## src/ccm_pkg.sv

```systemverilog
// Shared constants, types and decode functions for the comparator control block
package ccm_pkg;

	// Register byte addresses
	localparam logic [7:0] CCM_ADDR_CONFIG = 8'h00;
	localparam logic [7:0] CCM_ADDR_FLAG   = 8'h04;
	localparam logic [7:0] CCM_ADDR_ENABLE = 8'h08;
	localparam logic [7:0] CCM_ADDR_PORT   = 8'h0C;
	localparam logic [7:0] CCM_ADDR_DIR    = 8'h10;
	localparam logic [7:0] CCM_ADDR_PIN    = 8'h14;

	// Configuration register fields
	localparam int CCM_MODE_LSB   = 0;
	localparam int CCM_MODE_W     = 3;
	localparam int CCM_SWITCH_BIT = 3;
	localparam int CCM_INV_LSB    = 4;
	localparam int CCM_RESULT_LSB = 6;

	// Enable register fields
	localparam int CCM_IRQEN_LSB  = 0;
	localparam int CCM_PERIPH_BIT = 2;
	localparam int CCM_GLOBAL_BIT = 3;

	// Geometry
	localparam int CCM_NCMP       = 2;
	localparam int CCM_NPIN       = 8;
	localparam int CCM_PIN_STRIDE = 4;
	localparam int CCM_PIN_PLUS   = 0;
	localparam int CCM_PIN_MINUS_A = 1;
	localparam int CCM_PIN_MINUS_B = 2;
	localparam int CCM_PIN_OUT    = 3;

	// Reset values
	localparam logic [7:0] CCM_CONFIG_RST = 8'h00;
	localparam logic [3:0] CCM_ENABLE_RST = 4'h0;
	localparam logic [7:0] CCM_PORT_RST   = 8'h00;
	localparam logic [7:0] CCM_DIR_RST    = 8'hFF;
	localparam logic [7:0] CCM_ALL_IN_DUAL   = 8'h77;
	localparam logic [7:0] CCM_ALL_IN_SINGLE = 8'h07;

	// Mode codes
	localparam logic [2:0] CCM_MODE_OFF     = 3'h0;
	localparam logic [2:0] CCM_MODE_1       = 3'h1;
	localparam logic [2:0] CCM_MODE_2       = 3'h2;
	localparam logic [2:0] CCM_MODE_3       = 3'h3;
	localparam logic [2:0] CCM_MODE_5       = 3'h5;
	localparam logic [2:0] CCM_MODE_6       = 3'h6;
	localparam logic [2:0] CCM_MODE_DIGITAL = 3'h7;

	// Four system clock phases per instruction cycle
	typedef enum logic [1:0] {CCM_PH1, CCM_PH2, CCM_PH3, CCM_PH4} ccm_phase_t;

	function automatic logic ccm_cmp_on(input logic [2:0] mode);
		ccm_cmp_on = (mode != CCM_MODE_OFF) && (mode != CCM_MODE_DIGITAL);
	endfunction

	function automatic logic ccm_out_active(input logic [2:0] mode, input logic dual);
		if (dual) begin
			ccm_out_active = (mode == CCM_MODE_6);
		end else begin
			ccm_out_active = (mode == CCM_MODE_1) || (mode == CCM_MODE_3) ||
				(mode == CCM_MODE_5);
		end
	endfunction

	function automatic logic ccm_switch_active(input logic [2:0] mode, input int idx,
			input logic dual);
		if (dual) begin
			ccm_switch_active = ((mode == CCM_MODE_1) && (idx == 0)) || (mode == CCM_MODE_2);
		end else begin
			ccm_switch_active = (idx == 0) && ((mode == CCM_MODE_5) || (mode == CCM_MODE_6));
		end
	endfunction

	function automatic logic [7:0] ccm_analog_mask(input logic [2:0] mode, input logic dual);
		logic [7:0] m;
		m = '0;
		if (mode == CCM_MODE_OFF) begin
			m = dual ? CCM_ALL_IN_DUAL : CCM_ALL_IN_SINGLE;
		end else if (mode != CCM_MODE_DIGITAL) begin
			for (int c = 0; c < CCM_NCMP; c++) begin
				if ((c == 0) || dual) begin
					m[c * CCM_PIN_STRIDE + CCM_PIN_PLUS] = 1'b1;
					m[c * CCM_PIN_STRIDE + CCM_PIN_MINUS_A] = 1'b1;
					if (ccm_switch_active(mode, c, dual)) begin
						m[c * CCM_PIN_STRIDE + CCM_PIN_MINUS_B] = 1'b1;
					end
				end
			end
		end
		ccm_analog_mask = m;
	endfunction

endpackage

```

## src/ccm_mismatch_cell.sv

```systemverilog
// Read latch, phase-one sampling latch, mismatch detector and change flag
`timescale 1ns/100ps
module ccm_mismatch_cell (
	// Clock and reset
	input  wire logic core_clk_i,
	input  wire logic rst_i,
	// Timing and software events
	input  wire logic q1_i,
	input  wire logic access_i,
	input  wire logic flag_wr_i,
	input  wire logic flag_val_i,
	// Comparator result
	input  wire logic result_i,
	// State
	output logic      flag_o,
	output logic      mismatch_o,
	output logic      read_latch_o
);
	logic sample_reg;
	logic read_latch_reg;
	logic flag_reg;
	logic mis_rise;

	// Both latches load on an access so a stale sample cannot fake a change
	always_ff @(posedge core_clk_i or posedge rst_i) begin
		if (rst_i) begin
			sample_reg <= 1'b0;
		end else if (q1_i || access_i) begin
			sample_reg <= result_i;
		end
	end

	always_ff @(posedge core_clk_i or posedge rst_i) begin
		if (rst_i) begin
			read_latch_reg <= 1'b0;
		end else if (access_i) begin
			read_latch_reg <= result_i;
		end
	end

	assign mismatch_o = sample_reg ^ read_latch_reg;
	assign mis_rise = q1_i && !access_i && (result_i ^ read_latch_reg);
	assign read_latch_o = read_latch_reg;
	assign flag_o = flag_reg;

	// Hardware set beats a software clear in the same cycle
	always_ff @(posedge core_clk_i or posedge rst_i) begin
		if (rst_i) begin
			flag_reg <= 1'b0;
		end else if (mis_rise || mismatch_o) begin
			flag_reg <= 1'b1;
		end else if (flag_wr_i) begin
			flag_reg <= flag_val_i;
		end
	end

	a_flag_on_change: assert property (@(posedge core_clk_i) disable iff (rst_i)
		mis_rise |=> flag_o && mismatch_o) else $error("flag not set on change");
	a_flag_held_set: assert property (@(posedge core_clk_i) disable iff (rst_i)
		mismatch_o |=> flag_o) else $error("flag dropped during mismatch");
	a_access_ends_mismatch: assert property (@(posedge core_clk_i) disable iff (rst_i)
		access_i |=> !mismatch_o) else $error("access left mismatch");
	a_latch_holds_value: assert property (@(posedge core_clk_i) disable iff (rst_i)
		!access_i |=> $stable(read_latch_o)) else $error("read latch moved");

endmodule

```

## src/ccm_top.sv

```systemverilog
// Comparator mode control, output routing and change interrupt with Wishbone registers
//
// Local design decisions: the Wishbone register port and the register offsets.
`timescale 1ns/100ps
import ccm_pkg::*;

// How it works
// - Three-bit mode picks one of eight pin setups
// - Analog pins lose input buffer; result overrides port
// - Analog pins read as zero on port reads
// - Result bits always readable in configuration register
// - Result drives pin only in listed modes
// - Result is comparison XOR invert bit
// - Inverting input switchable in listed modes only
// - Switch select picks pin; both stay analog
// - Read latch captures result on configuration read
// - Phase-one latch sample differing signals mismatch
// - Mismatch holds flag until read or return
// - Configuration write also reloads latch, clears mismatch
// - Flag cleared by writing zero, set by one
// - Request needs local, peripheral and global enables
// - Clear ineffective while mismatch persists
// - Change during read may leave flag unset
// - Reset returns configuration to off mode
module ccm_top #(
	parameter bit DUAL_PART = 1'b1
) (
	// Clock and reset
	input  wire logic                       core_clk_i,
	input  wire logic                       rst_i,
	// Wishbone slave
	input  wire logic                       wb_cyc_i,
	input  wire logic                       wb_stb_i,
	input  wire logic                       wb_we_i,
	input  wire logic [7:0]                 wb_adr_i,
	input  wire logic [3:0]                 wb_sel_i,
	input  wire logic [31:0]                wb_dat_i,
	output logic      [31:0]                wb_dat_o,
	output logic                            wb_ack_o,
	// Analog comparators
	input  wire logic [ccm_pkg::CCM_NCMP-1:0] cmp_raw_i,
	output logic      [ccm_pkg::CCM_NCMP-1:0] cmp_enable_o,
	output logic      [ccm_pkg::CCM_NCMP-1:0] cmp_switch_o,
	// Port pins
	input  wire logic [ccm_pkg::CCM_NPIN-1:0] pin_in_i,
	output logic      [ccm_pkg::CCM_NPIN-1:0] pin_out_o,
	output logic      [ccm_pkg::CCM_NPIN-1:0] pin_oe_o,
	output logic      [ccm_pkg::CCM_NPIN-1:0] pin_ibuf_en_o,
	// Interrupt request
	output logic                            irq_o
);
	import ccm_pkg::*;

	logic [7:0]          config_reg;
	logic [3:0]          enable_reg;
	logic [7:0]          port_reg;
	logic [7:0]          dir_reg;
	logic [7:0]          pin_meta_reg;
	logic [7:0]          pin_sync_reg;
	logic [CCM_NCMP-1:0] raw_meta_reg;
	logic [CCM_NCMP-1:0] raw_sync_reg;
	logic [CCM_NCMP-1:0] result;
	logic [CCM_NCMP-1:0] flag;
	logic [CCM_NCMP-1:0] mismatch;
	logic [CCM_NCMP-1:0] present;
	logic [7:0]          analog_mask;
	logic [7:0]          out_mask;
	logic [7:0]          pin_out_next;
	logic [7:0]          pin_oe_next;
	logic [31:0]         rd_data;
	logic [2:0]          mode;
	logic                out_on;
	logic                take;
	logic                wr;
	logic                cfg_access;
	logic                ack_reg;
	logic                q1;
	ccm_phase_t          phase_reg;
	ccm_phase_t          phase_next;

	assign mode = config_reg[CCM_MODE_LSB +: CCM_MODE_W];
	assign present = DUAL_PART ? 2'h3 : 2'h1;

	// Phase sequencer; the first phase is a one-cycle enable every fourth cycle
	always_comb begin
		case (phase_reg)
			CCM_PH1: phase_next = CCM_PH2;
			CCM_PH2: phase_next = CCM_PH3;
			CCM_PH3: phase_next = CCM_PH4;
			CCM_PH4: phase_next = CCM_PH1;
			default: phase_next = CCM_PH1;
		endcase
	end

	always_ff @(posedge core_clk_i or posedge rst_i) begin
		if (rst_i) begin
			phase_reg <= CCM_PH1;
		end else begin
			phase_reg <= phase_next;
		end
	end

	assign q1 = (phase_reg == CCM_PH1);

	// Comparator outputs and pins are asynchronous to the core clock
	always_ff @(posedge core_clk_i or posedge rst_i) begin
		if (rst_i) begin
			raw_meta_reg <= '0;
			raw_sync_reg <= '0;
			pin_meta_reg <= '0;
			pin_sync_reg <= '0;
		end else begin
			raw_meta_reg <= cmp_raw_i;
			raw_sync_reg <= raw_meta_reg;
			pin_meta_reg <= pin_in_i;
			pin_sync_reg <= pin_meta_reg;
		end
	end

	// A disabled or absent comparator reads as low
	always_comb begin
		for (int c = 0; c < CCM_NCMP; c++) begin
			result[c] = present[c] && ccm_cmp_on(mode) &&
				(raw_sync_reg[c] ^ config_reg[CCM_INV_LSB + c]);
		end
	end

	// Wishbone: request taken on the first edge, ack one cycle later
	assign take = wb_cyc_i && wb_stb_i && !ack_reg;
	assign wr = take && wb_we_i && wb_sel_i[0];
	assign cfg_access = take && (wb_adr_i == CCM_ADDR_CONFIG);

	always_ff @(posedge core_clk_i or posedge rst_i) begin
		if (rst_i) begin
			ack_reg <= 1'b0;
		end else begin
			ack_reg <= take;
		end
	end

	assign wb_ack_o = ack_reg;

	always_comb begin
		rd_data = '0;
		case (wb_adr_i)
			CCM_ADDR_CONFIG: begin
				rd_data[5:0] = config_reg[5:0];
				rd_data[CCM_RESULT_LSB +: CCM_NCMP] = result;
			end
			CCM_ADDR_FLAG:   rd_data[CCM_NCMP-1:0] = flag;
			CCM_ADDR_ENABLE: rd_data[3:0] = enable_reg;
			CCM_ADDR_PORT:   rd_data[7:0] = port_reg;
			CCM_ADDR_DIR:    rd_data[7:0] = dir_reg;
			CCM_ADDR_PIN:    rd_data[7:0] = pin_sync_reg & ~analog_mask;
			default:         rd_data = '0;
		endcase
	end

	always_ff @(posedge core_clk_i or posedge rst_i) begin
		if (rst_i) begin
			wb_dat_o <= '0;
		end else if (take) begin
			wb_dat_o <= wb_we_i ? 32'h0000_0000 : rd_data;
		end
	end

	// Result bits are read-only; the write keeps only mode, switch and invert
	always_ff @(posedge core_clk_i or posedge rst_i) begin
		if (rst_i) begin
			config_reg <= CCM_CONFIG_RST;
		end else if (wr && (wb_adr_i == CCM_ADDR_CONFIG)) begin
			config_reg <= {2'h0, wb_dat_i[5:0]};
		end
	end

	always_ff @(posedge core_clk_i or posedge rst_i) begin
		if (rst_i) begin
			enable_reg <= CCM_ENABLE_RST;
		end else if (wr && (wb_adr_i == CCM_ADDR_ENABLE)) begin
			enable_reg <= wb_dat_i[3:0];
		end
	end

	always_ff @(posedge core_clk_i or posedge rst_i) begin
		if (rst_i) begin
			port_reg <= CCM_PORT_RST;
			dir_reg  <= CCM_DIR_RST;
		end else if (wr && (wb_adr_i == CCM_ADDR_PORT)) begin
			port_reg <= wb_dat_i[7:0];
		end else if (wr && (wb_adr_i == CCM_ADDR_DIR)) begin
			dir_reg <= wb_dat_i[7:0];
		end
	end

	// One mismatch circuit per comparator
	for (genvar g = 0; g < CCM_NCMP; g++) begin : g_cell
		ccm_mismatch_cell u_cell (
			.core_clk_i   (core_clk_i),
			.rst_i        (rst_i),
			.q1_i         (q1),
			.access_i     (cfg_access),
			.flag_wr_i    (wr && (wb_adr_i == CCM_ADDR_FLAG)),
			.flag_val_i   (wb_dat_i[g]),
			.result_i     (result[g]),
			.flag_o       (flag[g]),
			.mismatch_o   (mismatch[g]),
			.read_latch_o ()
		);
	end

	// Flags set regardless of enables; only the request is gated
	always_ff @(posedge core_clk_i or posedge rst_i) begin
		if (rst_i) begin
			irq_o <= 1'b0;
		end else begin
			irq_o <= |(flag & present & enable_reg[CCM_IRQEN_LSB +: CCM_NCMP]) &&
				enable_reg[CCM_PERIPH_BIT] && enable_reg[CCM_GLOBAL_BIT];
		end
	end

	// Pin routing
	assign analog_mask = ccm_analog_mask(mode, DUAL_PART);
	assign out_on = ccm_out_active(mode, DUAL_PART);

	always_comb begin
		out_mask = '0;
		for (int c = 0; c < CCM_NCMP; c++) begin
			out_mask[c * CCM_PIN_STRIDE + CCM_PIN_OUT] = out_on && present[c];
		end
	end

	always_comb begin
		pin_out_next = port_reg;
		for (int p = 0; p < CCM_NPIN; p++) begin
			if (out_mask[p]) begin
				pin_out_next[p] = result[p / CCM_PIN_STRIDE];
			end
		end
		pin_oe_next = ~dir_reg;
	end

	always_ff @(posedge core_clk_i or posedge rst_i) begin
		if (rst_i) begin
			pin_out_o     <= '0;
			pin_oe_o      <= '0;
			pin_ibuf_en_o <= '0;
			cmp_enable_o  <= '0;
			cmp_switch_o  <= '0;
		end else begin
			pin_out_o     <= pin_out_next;
			pin_oe_o      <= pin_oe_next;
			pin_ibuf_en_o <= ~analog_mask;
			for (int c = 0; c < CCM_NCMP; c++) begin
				cmp_enable_o[c] <= present[c] && ccm_cmp_on(mode);
				cmp_switch_o[c] <= ccm_switch_active(mode, c, DUAL_PART) &&
					config_reg[CCM_SWITCH_BIT];
			end
		end
	end

	// A change sampled during a read is folded into the read latch, so no flag
	// results; software sees the new level in the read data instead.

	a_analog_reads_zero: assert property (@(posedge core_clk_i) disable iff (rst_i)
		take && !wb_we_i && (wb_adr_i == CCM_ADDR_PIN) |=>
		(wb_dat_o[7:0] & $past(analog_mask)) == 8'h00)
		else $error("analog pin read non-zero");
	a_pin_out_mode: assert property (@(posedge core_clk_i) disable iff (rst_i)
		!out_on |=> pin_out_o == $past(port_reg))
		else $error("result driven in wrong mode");
	a_irq_enable_gate: assert property (@(posedge core_clk_i) disable iff (rst_i)
		!enable_reg[CCM_GLOBAL_BIT] || !enable_reg[CCM_PERIPH_BIT] |=> !irq_o)
		else $error("request without enables");
	a_result_invert: assert property (@(posedge core_clk_i) disable iff (rst_i)
		ccm_cmp_on(mode) |-> result[0] == (raw_sync_reg[0] ^ config_reg[CCM_INV_LSB]))
		else $error("result polarity wrong");
	a_switch_mode_only: assert property (@(posedge core_clk_i) disable iff (rst_i)
		!ccm_switch_active(mode, 0, DUAL_PART) |=> !cmp_switch_o[0])
		else $error("switch outside its modes");
	a_ack_one_cycle: assert property (@(posedge core_clk_i) disable iff (rst_i)
		take |=> wb_ack_o ##1 !wb_ack_o)
		else $error("ack not single cycle");
	a_switch_pins_analog: assert property (@(posedge core_clk_i) disable iff (rst_i)
		ccm_switch_active(mode, 0, DUAL_PART) |-> analog_mask[CCM_PIN_MINUS_A] &&
		analog_mask[CCM_PIN_MINUS_B]) else $error("switch pin not analog");
	a_off_mode_disabled: assert property (@(posedge core_clk_i) disable iff (rst_i)
		mode == CCM_MODE_OFF |-> result == '0 ##1 cmp_enable_o == '0)
		else $error("comparator on in off mode");

endmodule

```

## config.mk

```make
export PLATFORM = sky130hd
export DESIGN_NAME = ccm_top
export DESIGN_NICKNAME = d
export VERILOG_FILES = /design/src/ccm_pkg.sv /design/src/ccm_mismatch_cell.sv /design/src/ccm_top.sv
export SDC_FILE = /design/constraint.sdc
export NUM_CORES = 1
export LEC_CHECK = 0
export ABC_AREA = 1
export BUFFER_PORTS_ARGS = -buffer_cell sky130_fd_sc_hd__buf_2
export CAP_MARGIN = 5
export CORE_MARGIN = 2
export CORE_UTILIZATION = 35
export DETAILED_ROUTE_END_ITERATION = 7
export GPL_TIMING_DRIVEN = 0
export PLACE_DENSITY_LB_ADDON = 0.12
export SYNTH_ARGS = -nofsm -noshare
export SYNTH_HDL_FRONTEND = slang
export SYNTH_SLANG_ARGS = --single-unit
```

## constraint.sdc

```tcl
create_clock -name core_clk_i -period 2.4 [get_ports core_clk_i]
set_input_delay 0.24 -clock core_clk_i [delete_from_list [all_inputs] [get_ports core_clk_i]]
set_output_delay 0.24 -clock core_clk_i [all_outputs]
set_load 0.1 [all_outputs]
```

# Word level (Yosys, flattened, before mapping)
# Index checks and enable logic that the tools add are counted.
op_classes:
  add_sub_neg: 0
  mul: 0
  div: 0
  n_lt_le_gt_ge: 0
  n_eq_ne: 12
  shift: 0
  mux: 21
  bitwise_logic: 11
  reduce_logical: 34
op_table:
  columns: ["cell", "n"]
  rows:
  - ["$logic_and 1x1->1", 20]
  - ["$eq 8x4->1 const B", 2]
  - ["$eq 8x5->1 const B", 2]
  - ["$pmux 4 s4", 1]
  - ["$mux 1", 12]
  - ["$mux 3", 4]
  - ["$pmux 2 s6", 1]
  - ["$pmux 2 s5", 1]
  - ["$and 8x8->8", 1]
  - ["$eq 8x3->1 const B", 1]
  - ["$logic_not 8->1", 1]
  - ["$mux 8", 1]
  - ["$not 7->8", 1]
  - ["$not 8->8", 1]
  - ["$pmux 2 s4", 1]
  - ["$xor 1x1->1", 6]
  - ["$eq 2x2->1 const B", 2]
  - ["$logic_or 1x1->1", 4]
  - ["$reduce_bool 2->1", 2]
  - ["$eq 3x1->1 const B", 1]
  - ["$eq 3x2->1 const B", 1]
  - ["$eq 3x3->1 const B", 1]
  - ["$logic_not 3->1", 1]
  - ["$ne 3x3->1 const B", 1]
  - ["8 further kinds", 9]
word_totals:
  register_bits: 115
  latch_bits: 0
  mem_bits_rw: 0
  romBits: 0
  elab_cells: 101
  memories: 0

# Depth between registers and ports, before layout
# Gate-level depths: netlist of the first run.
logic_depth:
  ltp_word: 11
  depth_mapped: 10

# Hierarchy
# From an unflattened synthesis of the first run, not the netlist that was laid out.
hier_totals:
  cells_unflattened: 415
  area_unflattened_um2: 3966.3
by_module_without_submodules:
  columns: ["module", "instances", "cells_each", "area_each_um2", "seq_area_each_um2"]
  rows:
  - ["ccm_top", 1, 371, 3651.0, 2037.0]
  - ["ccm_mismatch_cell", 2, 22, 157.7, 75.1]

# Least setup slack after synthesis of the first run
# No wires, ideal clock.
synth_path:
  path_kind: "reg2reg"
  start: "register ack_reg (netlist: wb_ack_o)"
  end: "register g_cell[1].u_cell.sample_reg"
  setup_time_ns: 0.125
  t_arrival_ns: 1.689
  slack_ns: 0.586
  stages_incl_launch_ff: 9
  path_cell_list: "dfrtp_1 -> inv_1 -> nand3_2 -> buf_2 -> inv_1 -> nand2_4 -> nand2_2 -> nor2_1 -> a21oi_1"
synth_via:
  elab_chain_cells: 4
synth_rtl:
  columns: ["element", "line", "text"]
  rows:
  - ["start: declaration", "ccm_top.sv:76", "logic ack_reg;"]
  - ["start signal: assignment", "ccm_top.sv:137", "ack_reg <= take;"]
  - ["$logic_not 1->1", "ccm_top.sv:129", "assign take = wb_cyc_i && wb_stb_i && !ack_reg;"]
  - ["$logic_and 1x1->1", "ccm_top.sv:129", null]
  - ["via take", "ccm_top.sv:73", "logic take;"]
  - ["$logic_and 1x1->1", "ccm_top.sv:131", "assign cfg_access = take && (wb_adr_i == CCM_ADDR_CONFIG);"]
  - ["$logic_or 1x1->1", "ccm_mismatch_cell.sv:28", "end else if (q1_i || access_i) begin"]
  - ["end signal: assignment", "ccm_mismatch_cell.sv:29", "sample_reg <= result_i;"]
  - ["end: declaration", "ccm_mismatch_cell.sv:19", "logic sample_reg;"]
# The timed path passes the listed nets, and every way through them passes these cells.
# A chain may end at the register's enable or synchronous reset.

# Worst setup path in the final report of the first run
layout_path:
  start: "register ack_reg (netlist: wb_ack_o)"
  end: "register wb_dat_o[5]"
layout_via:
  elab_chain_cells: 2
layout_rtl:
  columns: ["element", "line", "text"]
  rows:
  - ["$logic_not 1->1", "ccm_top.sv:129", null]
  - ["$logic_and 1x1->1", "ccm_top.sv:129", null]
  - ["end signal: assignment", "ccm_top.sv:163", "wb_dat_o <= wb_we_i ? 32'h0000_0000 : rd_data;"]
  - ["end: declaration", "ccm_top.sv:38", "output logic [31:0] wb_dat_o,"]
# Every way passes these cells.

==> results of run 1 <==
==> cells in the final DEF (no fill, tap or decap), types with 3 or more instances in the layout <==
master         Yosys  final
conb_1             2     25
nand3_2            3      3
nor3_1             3      3
nand2_1           89     89
clkbuf_16          0      9
nor2_1            27     27
buf_4             29     29
nand3_1           35     35
dlygate4sd3_1      0      3
o21ai_2           14     14
dfstp_2            8      8
nand2_2            8      8
inv_1             56     55
nand2_4            3      3
buf_2              1     70
buf_12             1      3
nor2_4             4      4
bufinv_16          0      3
buf_6              4      4
o21ai_0           14     14
dfrtp_1           79     79
nor2_2             3      3
a21oi_1            9      9
nor2_8             4      4
nand4_1            3      3
==> power groups by stage <==
stage / Sequential (mW) / Combinational [mW] / Clock (mW)
finish: 1.51 / 0.399 / 1.61
global placement: 1.53 / 0.388 / 0
CTS: 1.51 / 0.400 / 1.63
floorplan: 1.57 / 0.284 / 0
global route: 1.51 / 0.425 / 1.71
detailed placement: 1.53 / 0.398 / 0
==> final cells by class <==
| cell class | instances | area (µm²) |
|---|---|---|
| Tap cell | 140 | 175 |
| Clock inverter | 5 | 106 |
| Multi-Input combinational cell | 254 | 1330 |
| Timing Repair Buffer | 74 | 415 |
| Fill cell | 1076 | 5960 |
| Sequential cell | 87 | 2190 |
| Clock buffer | 11 | 243 |
| Inverter | 59 | 228 |
| Buffer | 35 | 288 |
==> path summary, 6_finish.rpt <==
path	from	endpoint	slack, ns	cells after the start
max	wb_ack_o	wb_dat_o[5]	0.88	8
min	pin_in_i[4]	pin_meta_reg[4]	0.008	1
max reg2reg	wb_ack_o	wb_dat_o[5]	0.88	8
min reg2reg	pin_meta_reg[6]	pin_sync_reg[6]	0.35	0
max in group asynchronous	rst_i	dir_reg[3]	1.37	4
min in group asynchronous	rst_i	pin_out_o[4]	0.46	3
==> what timing repair did <==
item,in CTS,in global routing
resized for setup,0,0
hold endpoints to repair,17,2
hold buffers,1,2
==> critical path: cells and delay by family (launching register included) <==
| family | cells | cell delay, ns |
|---|---|---|
| buffers and inverters | 3 | 0.38 |
| and+or+nand+nor | 5 | 0.69 |
| DFF | 1 | 0.37 |
==> cell families after synthesis <==
family | share of synthesized area
other | 0.00190
xor gates and xnor gates | 0.00444
DFF | 0.555
buffers and inverters | 0.130
AOI/OAI and AO/OA | 0.0682
and+or+nand+nor | 0.235
adders and majority gates | 0.00634
==> through the flow <==
stage | setup WS (ns) | instances | hold slack [ns] | utilization | power (mW)
floorplan | 0.586 | 435 | 0.271 | - | 1.86
global placement | 0.550 | 644 | 0.335 | 0.416 | 1.92
detailed placement | 0.880 | 646 | 0.280 | 0.420 | 1.93
CTS | 0.858 | 663 | 0.00251 | 0.453 | 3.54
global route | 0.704 | 665 | 0.00169 | 0.455 | 3.64
finish | 0.881 | 665 | 0.00819 | 0.455 | 3.51
==> metal layers <==
layer / share of wire / wire length (µm)
met4: 0.019 / 160
met2: 0.46 / 3840
met5: 0 / 0
met3: 0.066 / 554
met1: 0.46 / 3880
==> synthesized netlist by cell type <==
cell type	instances
inv_2	2
nor2_4	4
buf_2	1
inv_4	1
buf_4	29
inv_1	56
nand3_1	35
nor2_1	27
a21oi_1	9
a21oi_2	2
o22ai_1	1
nand3_4	1
buf_6	4
xnor2_1	2
buf_12	1
o21ai_0	14
a21boi_0	1
dfstp_2	8
nand2_2	8
conb_1	2
nor3_1	3
nand3_2	3
nand2_1	89
dfrtp_1	79
o21ai_2	14
ha_1	2
nor2_2	3
nand2_4	3
nand4_1	3
nor2_8	4
or2_2	1
==> impl_metrics.yaml, run 1 <==
outcome:
  status: "complete, no violations"
route:
  dr.pass1.iters: 4
  vias: 2835
  drt-initial-drc-count: 102
  antenna_left: 0
  drc: 0
  wl_per_cell_um: 12.7
  via_per_inst: 4.26
  drt_wl_total_mm: 8.43
cells_and_area:
  stdcell_area_mm2: 0.00497
  layout-drive-gt1-share: 0.335
  antennaDiodeCount: 0
  syn_to_final_growth_pct: 26.1
  final_nets: 581
setup_path:
  path_class: "register to register"
  arrival_ns: 1.79
  startpoint_type: "register"
  cp-end-kind: "register"
  crit_path_max_fanout: 10
  critPathSlowestCell: "dfrtp_1"
  worstPathRequired_ns: 2.67
  max_stage_delay_ns: 0.37
  worstPathCellList: "inv_1 > nand3_2 > buf_2 > nor2_2 > inv_1 > nor2_2 > nand2_1 > nand2_1"
sta:
  fmax_mhz: 658
  layout_min_cycle_time_ns: 1.52
  tns_ns: 0
  finClkSkew_ns: 0.00526
  rsz0062_at_grt: "false"
  setup_viol: 0
  hold_viol: 0
  period_share: 0.633
  maxSlewViolCount: 0
clocking:
  cts_setup_buffers: 0
  clkLatencyLatePin_ns: 0.33
  htreeDepth: 3
  cts_tree: "done"
  cts_made_buffers: 9
  cts_buffer_depth: 2
  cts_sinks: 87
  clkTransAtPathRegs_ns: 0.06
  clock-root-buffer: "clkbuf_16"
global_route:
  use_met3: 0.0329
  grt_pass1_wl_mm: 13.2
  gr-usage-met1: 0.202
  antenna_found_initial: 0
  gr-max-usage-layer: "met2"
  gr-usage-all-layers: 0.148
  met2_usage: 0.232
  grt-ovfl-total: 0
  grt_pass1_vias: 2635
  grt_max_degree: 38
synthesis:
  syn_area_mm2: 0.00394
  syn_area_per_cell_um2: 9.57
  synth_top_area_cell: "dfrtp_1"
  ys_warn_count: 0
  synthCells: 412
  synth_top_area_frac: 0.501
  synthTopCellsByArea: "dfrtp_1, nand2_1, buf_4"
  ys_types: 31
  ys_seq_elements: 87
  synth_seq_area_share: 0.555
placement:
  io_buffers: 69
  gp_congestion: 0.816
  hpwl_mm: 6.39
  place_area_mm2: 0.00459
pwr:
  p_leak_nw: 2.70
  p_comb_frac: 0.114
  seqPwrFrac: 0.428
  p_int_mw: 2.62
  pwr_density_cell_mw_per_mm2: 707
  switching_share: 0.254
  switching_power_mw: 0.893
  pwr-share-clk: 0.458
  ir_drop_v: 0.000379
die:
  die_area_mm2: 0.0121
  initial_core_util: 0.361
  die_h_um: 110
  core.rowCount: 38
  chipWidth_um: 110
  pin_count: 121
  core-area_mm2: 0.0109
run:
  cap_viol_max_count: 0
hold_path:
  min_path_type: "primary input to register"
No activity file was read; power rests on OpenSTA's default activity.
==> inputs of run 2 (changes only) <==
==> constraint.sdc (replaced) <==
create_clock -name core_clk_i -period 1.6 [get_ports core_clk_i]
set_input_delay 0.16 -clock core_clk_i [delete_from_list [all_inputs] [get_ports core_clk_i]]
set_output_delay 0.16 -clock core_clk_i [all_outputs]
set_load 0.1 [all_outputs]
==> run 2 against run 1 <==
Register-to-register slack worse by 0.74 ns; clock skew is 0.0027 ns higher; core utilization is 0.64 points higher; worst hold slack better by 0.045 ns; first-iteration DRC count is 5.9% higher; total power is 47% higher; non-clock buffer count is 8 higher; design area is 1.4% higher; clock power is 43% higher; critical endpoint is now wb_dat_o[7].
==> impl_metrics.yaml, run 2 (same netlist as run 1, synthesis figures left out) <==
clocking:
  htreeDepth: 3
  clkLatencyLatePin_ns: 0.34
  clkTransAtPathRegs_ns: 0.07
  cts_made_buffers: 9
  cts_tree: "done"
  cts_sinks: 87
  cts_buffer_depth: 2
  cts_setup_buffers: 0
  clock-root-buffer: "clkbuf_16"
setup_path:
  startpoint_type: "register"
  critPathSlowestCell: "dfrtp_2"
  reg2regPathDepth: 8
  regToRegSetupSlack_ns: 0.14
  max_stage_delay_ns: 0.40
  crit_path_max_fanout: 10
  cp_top_family: "simple AND/OR/NAND/NOR gates"
  worstPathRequired_ns: 1.88
  cp.depth: 8
  crit_buf_inv: 3
  cp-end-kind: "register"
  arrival_ns: 1.73
  rr_endpoint: "wb_dat_o[7]"
  reg2reg_from: "wb_ack_o"
  path_class: "register to register"
  worstPathCellList: "inv_1 > nand3_2 > buf_2 > nor2_4 > inv_1 > nor2_2 > nand2_1 > nand2_1"
cells_and_area:
  syn_to_final_growth_pct: 27.9
  final_cell_mix: "nand2_1, dfrtp_1, buf_2"
  layout-drive-gt1-share: 0.334
  final_nets: 589
  antennaDiodeCount: 0
  layout.cells.most_common: "nand2_1"
route:
  dr.pass1.iters: 4
  via_per_inst: 4.23
  wl_per_cell_um: 12.7
  drt_wl_total_mm: 8.56
  vias: 2850
  antenna_left: 0
  drc: 0
  drt-initial-drc-count: 108
global_route:
  grt-ovfl-total: 0
  grt_pass1_vias: 2751
  grt_max_degree: 34
  gr-usage-all-layers: 0.154
  antenna_found_initial: 0
  grt_pass1_wl_mm: 13.9
placement:
  hpwl_mm: 6.43
  io_buffers: 69
  gp_congestion: 0.833
sta:
  relSlewSlack: 0.633
  maxSlewViolCount: 0
  setup_viol: 0
  finClkSkew_ns: 0.00791
  holdWs_ns: 0.0531
  worst_slew_pin_slew_ns: 0.549
  layout_min_cycle_time_ns: 1.46
  hold_viol: 0
  period_share: 0.910
  rsz0062_at_grt: "false"
  fmax_mhz: 687
hold_path:
  worstHoldPathCells: 3
  min-delay-start: "wb_dat_i[7]"
  worstHoldEndpoint: "port_reg[7]"
  min_path_type: "primary input to register"
pwr:
  switching_power_mw: 1.41
  pwr-share-clk: 0.444
  p_leak_nw: 2.72
  pwr_density_cell_mw_per_mm2: 1020
  p_int_mw: 3.76
  seqPwrFrac: 0.437
  ir_drop_v: 0.000431
  switching_share: 0.272
  finalPower_mw: 5.17
  p_comb_frac: 0.119
die:
  pin_count: 121
  core.rowCount: 38
  die_h_um: 110
  initial_core_util: 0.361
  die_area_mm2: 0.0121
  chipWidth_um: 110
  core-area_mm2: 0.0109
run:
  cap_viol_max_count: 0
outcome:
  status: "complete, no violations"
-- run 2: cell types whose count changed in the layout (fill, tap and decap cells not counted), sizes merged --
cell	before	now
inv	58	62
clkinvlp	2	1
clkbuf	11	9
bufinv	3	2
dlygate4sd3	3	11
-- run 2: layout make-up --
cell class                 count  area (µm²)
sequential                    87        2190
buffer                        35         288
timing repair buffer          82         495
inverter                      59         228
multi-input combinational    254        1340
clock inverter                 7         100
clock buffer                   9         225
tap                          140         175
fill                        1102        5890
-- run 2: power groups by stage --
stage                     combinational, mW  clock, mW  sequential (mW)
after floorplan                       0.426          0             2.36
after global placement                0.583          0             2.30
after detailed placement              0.598          0             2.30
after CTS                             0.620       2.34             2.26
after global routing                  0.657       2.44             2.26
final                                 0.616       2.30             2.26
-- run 2: worst register-to-register path: stages (launching register included) --
cell     delay, ns
dfrtp_2       0.40
inv_1         0.06
nand3_2       0.08
buf_2         0.24
nor2_4        0.22
inv_1         0.08
nor2_2        0.16
nand2_1       0.09
nand2_1       0.06
-- run 2: stage by stage --
step / cell area [µm²] / worst slack (ns) / setup TNS [ns] / utilization / cells
2_1_floorplan: 4040 / 0.0499 / 0 / - / 435
3_3_place_gp: 4560 / -0.325 / -15.21 / 0.417 / 644
3_5_place_dp: 4600 / 0.0403 / 0 / 0.420 / 646
4_1_cts: 5030 / 0.0116 / 0 / 0.460 / 673
5_1_grt: 5040 / 0.0376 / 0 / 0.461 / 673
6_report: 5040 / 0.144 / 0 / 0.461 / 673
-- run 2: how the worst max path moves through the flow --
stage | to | slack, ns | startpoint
floorplan | port_reg[6] | 0.05 | wb_ack_o
global placement | wb_ack_o | -0.33 | rst_i
detailed placement | wb_dat_o[5] | 0.04 | wb_ack_o
CTS | wb_dat_o[5] | 0.01 | wb_ack_o
global route | wb_dat_o[7] | 0.04 | wb_ack_o
finish | wb_dat_o[7] | 0.14 | wb_ack_o
-- run 2: what timing repair did --
action,in CTS,in global routing
hold buffers,11,0
endpoints found under the hold margin,33,0
setup endpoints to repair,0,3
gates resized for setup,0,2
-- run 2: routing by layer --
metal	vias up	wire length, µm	track usage
met5	-	0	0
met4	0	183	0.0589
met3	13	369	0.0229
met2	67	3980	0.245
met1	1307	4030	0.213
li1	1463	-	-
==> inputs of run 3 (changes only) <==
--- a/config.mk
+++ b/config.mk
@@ -6,7 +6,7 @@
 export NUM_CORES = 1
 export LEC_CHECK = 0
 export ABC_AREA = 1
-export BUFFER_PORTS_ARGS = -buffer_cell sky130_fd_sc_hd__buf_2
+export BUFFER_PORTS_ARGS = -buffer_cell sky130_fd_sc_hd__buf_4
 export CAP_MARGIN = 5
 export CORE_MARGIN = 2
 export CORE_UTILIZATION = 35
==> run 3 against run 2 <==
Fmax is 0.48% lower; flip-flop and latch count stayed put; routed wire length is 0.51% lower; non-clock buffer count stayed put; die area stayed put; sequential power hardly changed; count of clock-buffer cells in the layout is 2 higher; total power is 1.8% higher; clock power is 3% higher; highest routed layer unchanged; global-route usage is 0.51 points lower; worst setup slack worse by 0.0070 ns; largest power group unchanged; worst hold slack better by 0.0031 ns.
==> impl_metrics.yaml, run 3 (same netlist as run 1, synthesis figures left out) <==
die:
  chipWidth_um: 110
  initial_core_util: 0.361
  pin_count: 121
  die_area_mm2: 0.0121
  die_h_um: 110
  core.rowCount: 38
  core-area_mm2: 0.0109
clocking:
  cts_setup_buffers: 0
  clkTransAtPathRegs_ns: 0.06
  cts_buffer_depth: 2
  clkLatencyLatePin_ns: 0.33
  cts_tree: "done"
  clock-root-buffer: "clkbuf_16"
  cts_sinks: 87
  htreeDepth: 3
  cts_made_buffers: 9
sta:
  fmax_mhz: 684
  rsz0062_at_grt: "false"
  setup_viol: 0
  finClkSkew_ns: 0.00734
  holdWs_ns: 0.0562
  period_share: 0.914
  maxSlewViolCount: 0
  tns_ns: 0
  layout_min_cycle_time_ns: 1.46
  hold_viol: 0
route:
  drt-initial-drc-count: 94
  via_per_inst: 4.31
  antenna_left: 0
  drc: 0
  dr.pass1.iters: 5
  vias: 2899
  drt_wl_total_mm: 8.52
  wl_per_cell_um: 12.7
placement:
  hpwl_mm: 6.40
  gp_congestion: 0.831
  io_buffers: 69
  place_inst: 646
pwr:
  ir_drop_v: 0.000564
  p_leak_nw: 2.77
  pwr_density_cell_mw_per_mm2: 1010
cells_and_area:
  final_nets: 589
  regArea_mm2: 0.00219
  fin_cells: 673
  multi_input_area_mm2: 0.00134
  antennaDiodeCount: 0
  layout-drive-gt1-share: 0.330
  syn_to_final_growth_pct: 32.6
  final_util: 0.478
  fillers: 1081
  final_cell_mix: "buf_4, nand2_1, dfrtp_1"
  layout.cells.most_common: "buf_4"
setup_path:
  cp-end-kind: "register"
  crit_path_max_fanout: 10
  startpoint_type: "register"
  arrival_ns: 1.73
  worstPathRequired_ns: 1.87
  path_class: "register to register"
global_route:
  antenna_found_initial: 0
  grt_max_degree: 43
  gr-usage-all-layers: 0.149
  grt_pass1_wl_mm: 13.4
  grt_pass1_vias: 2692
  grt-ovfl-total: 0
hold_path:
  min_path_type: "primary input to register"
outcome:
  status: "complete, no violations"
run:
  cap_viol_max_count: 0
## run 3: cell types whose count changed in the layout (fill, tap and decap cells not counted), sizes merged
cell | before | now
bufinv | 2 | 3
clkbuf | 9 | 11
clkinv | 1 | 0
clkinvlp | 1 | 2
inv | 62 | 59
## run 3: critical path, stage by stage, from the launching register on
cell	delay, ns
dfrtp_2	0.40
inv_1	0.07
nand3_2	0.09
buf_2	0.23
nor2_4	0.22
inv_1	0.08
nor2_2	0.16
nand2_1	0.09
nand2_1	0.06
## run 3: metal layers
layer	GRT usage	up-vias	routed length, µm
li1	-	1461	-
met1	0.202	1357	3860
met2	0.243	74	4160
met3	0.0247	7	404
met4	0.0509	0	90
met5	0	-	0
## run 3: power by group
part	switching (mW)	leakage, nW	total [mW]	internal [mW]
combinational	0.484	1.56	0.644	0.160
sequential	0.0160	1.04	2.26	2.24
clock	0.828	0.160	2.36	1.53
## run 3: through the flow
step           instance area [µm²]  power [mW]  worst slack (ns)
5_1_grt                       5230        5.46            0.0180
2_1_floorplan                 4040        2.78            0.0499
6_report                      5230        5.26             0.137
4_1_cts                       5220        5.32           0.00949
3_5_place_dp                  4770        2.92            0.0337
3_3_place_gp                  4730        2.91            -0.310
## run 3: worst paths after layout
kind / start / end / slack (ns) / cells past startpoint
worst min register to register: pin_meta_reg[6] / pin_sync_reg[6] / 0.35 / 0
worst max register to register: wb_ack_o / wb_dat_o[5] / 0.14 / 8
worst max-delay path: wb_ack_o / wb_dat_o[5] / 0.14 / 8
worst min-delay path: wb_dat_i[7] / port_reg[7] / 0.06 / 3
min in group asynchronous: rst_i / port_reg[2] / 0.40 / 3
max in group asynchronous: rst_i / dir_reg[3] / 0.58 / 4
## run 3: area by class of cell
type / count / area share
plain buffers: 35 / 0.0550
clock buffers: 11 / 0.0445
clock inverters: 5 / 0.0203
inverters: 59 / 0.0435
multi-input cells: 254 / 0.257
flip-flops and latches: 87 / 0.418
well taps: 140 / 0.0335
repair buffers: 82 / 0.128
## run 3: repair_timing
item | CTS | global route
endpoints found under the hold margin | 24 | 0
setup endpoints to repair | 0 | 3
gates resized for setup | 0 | 2
hold buffers | 11 | 0
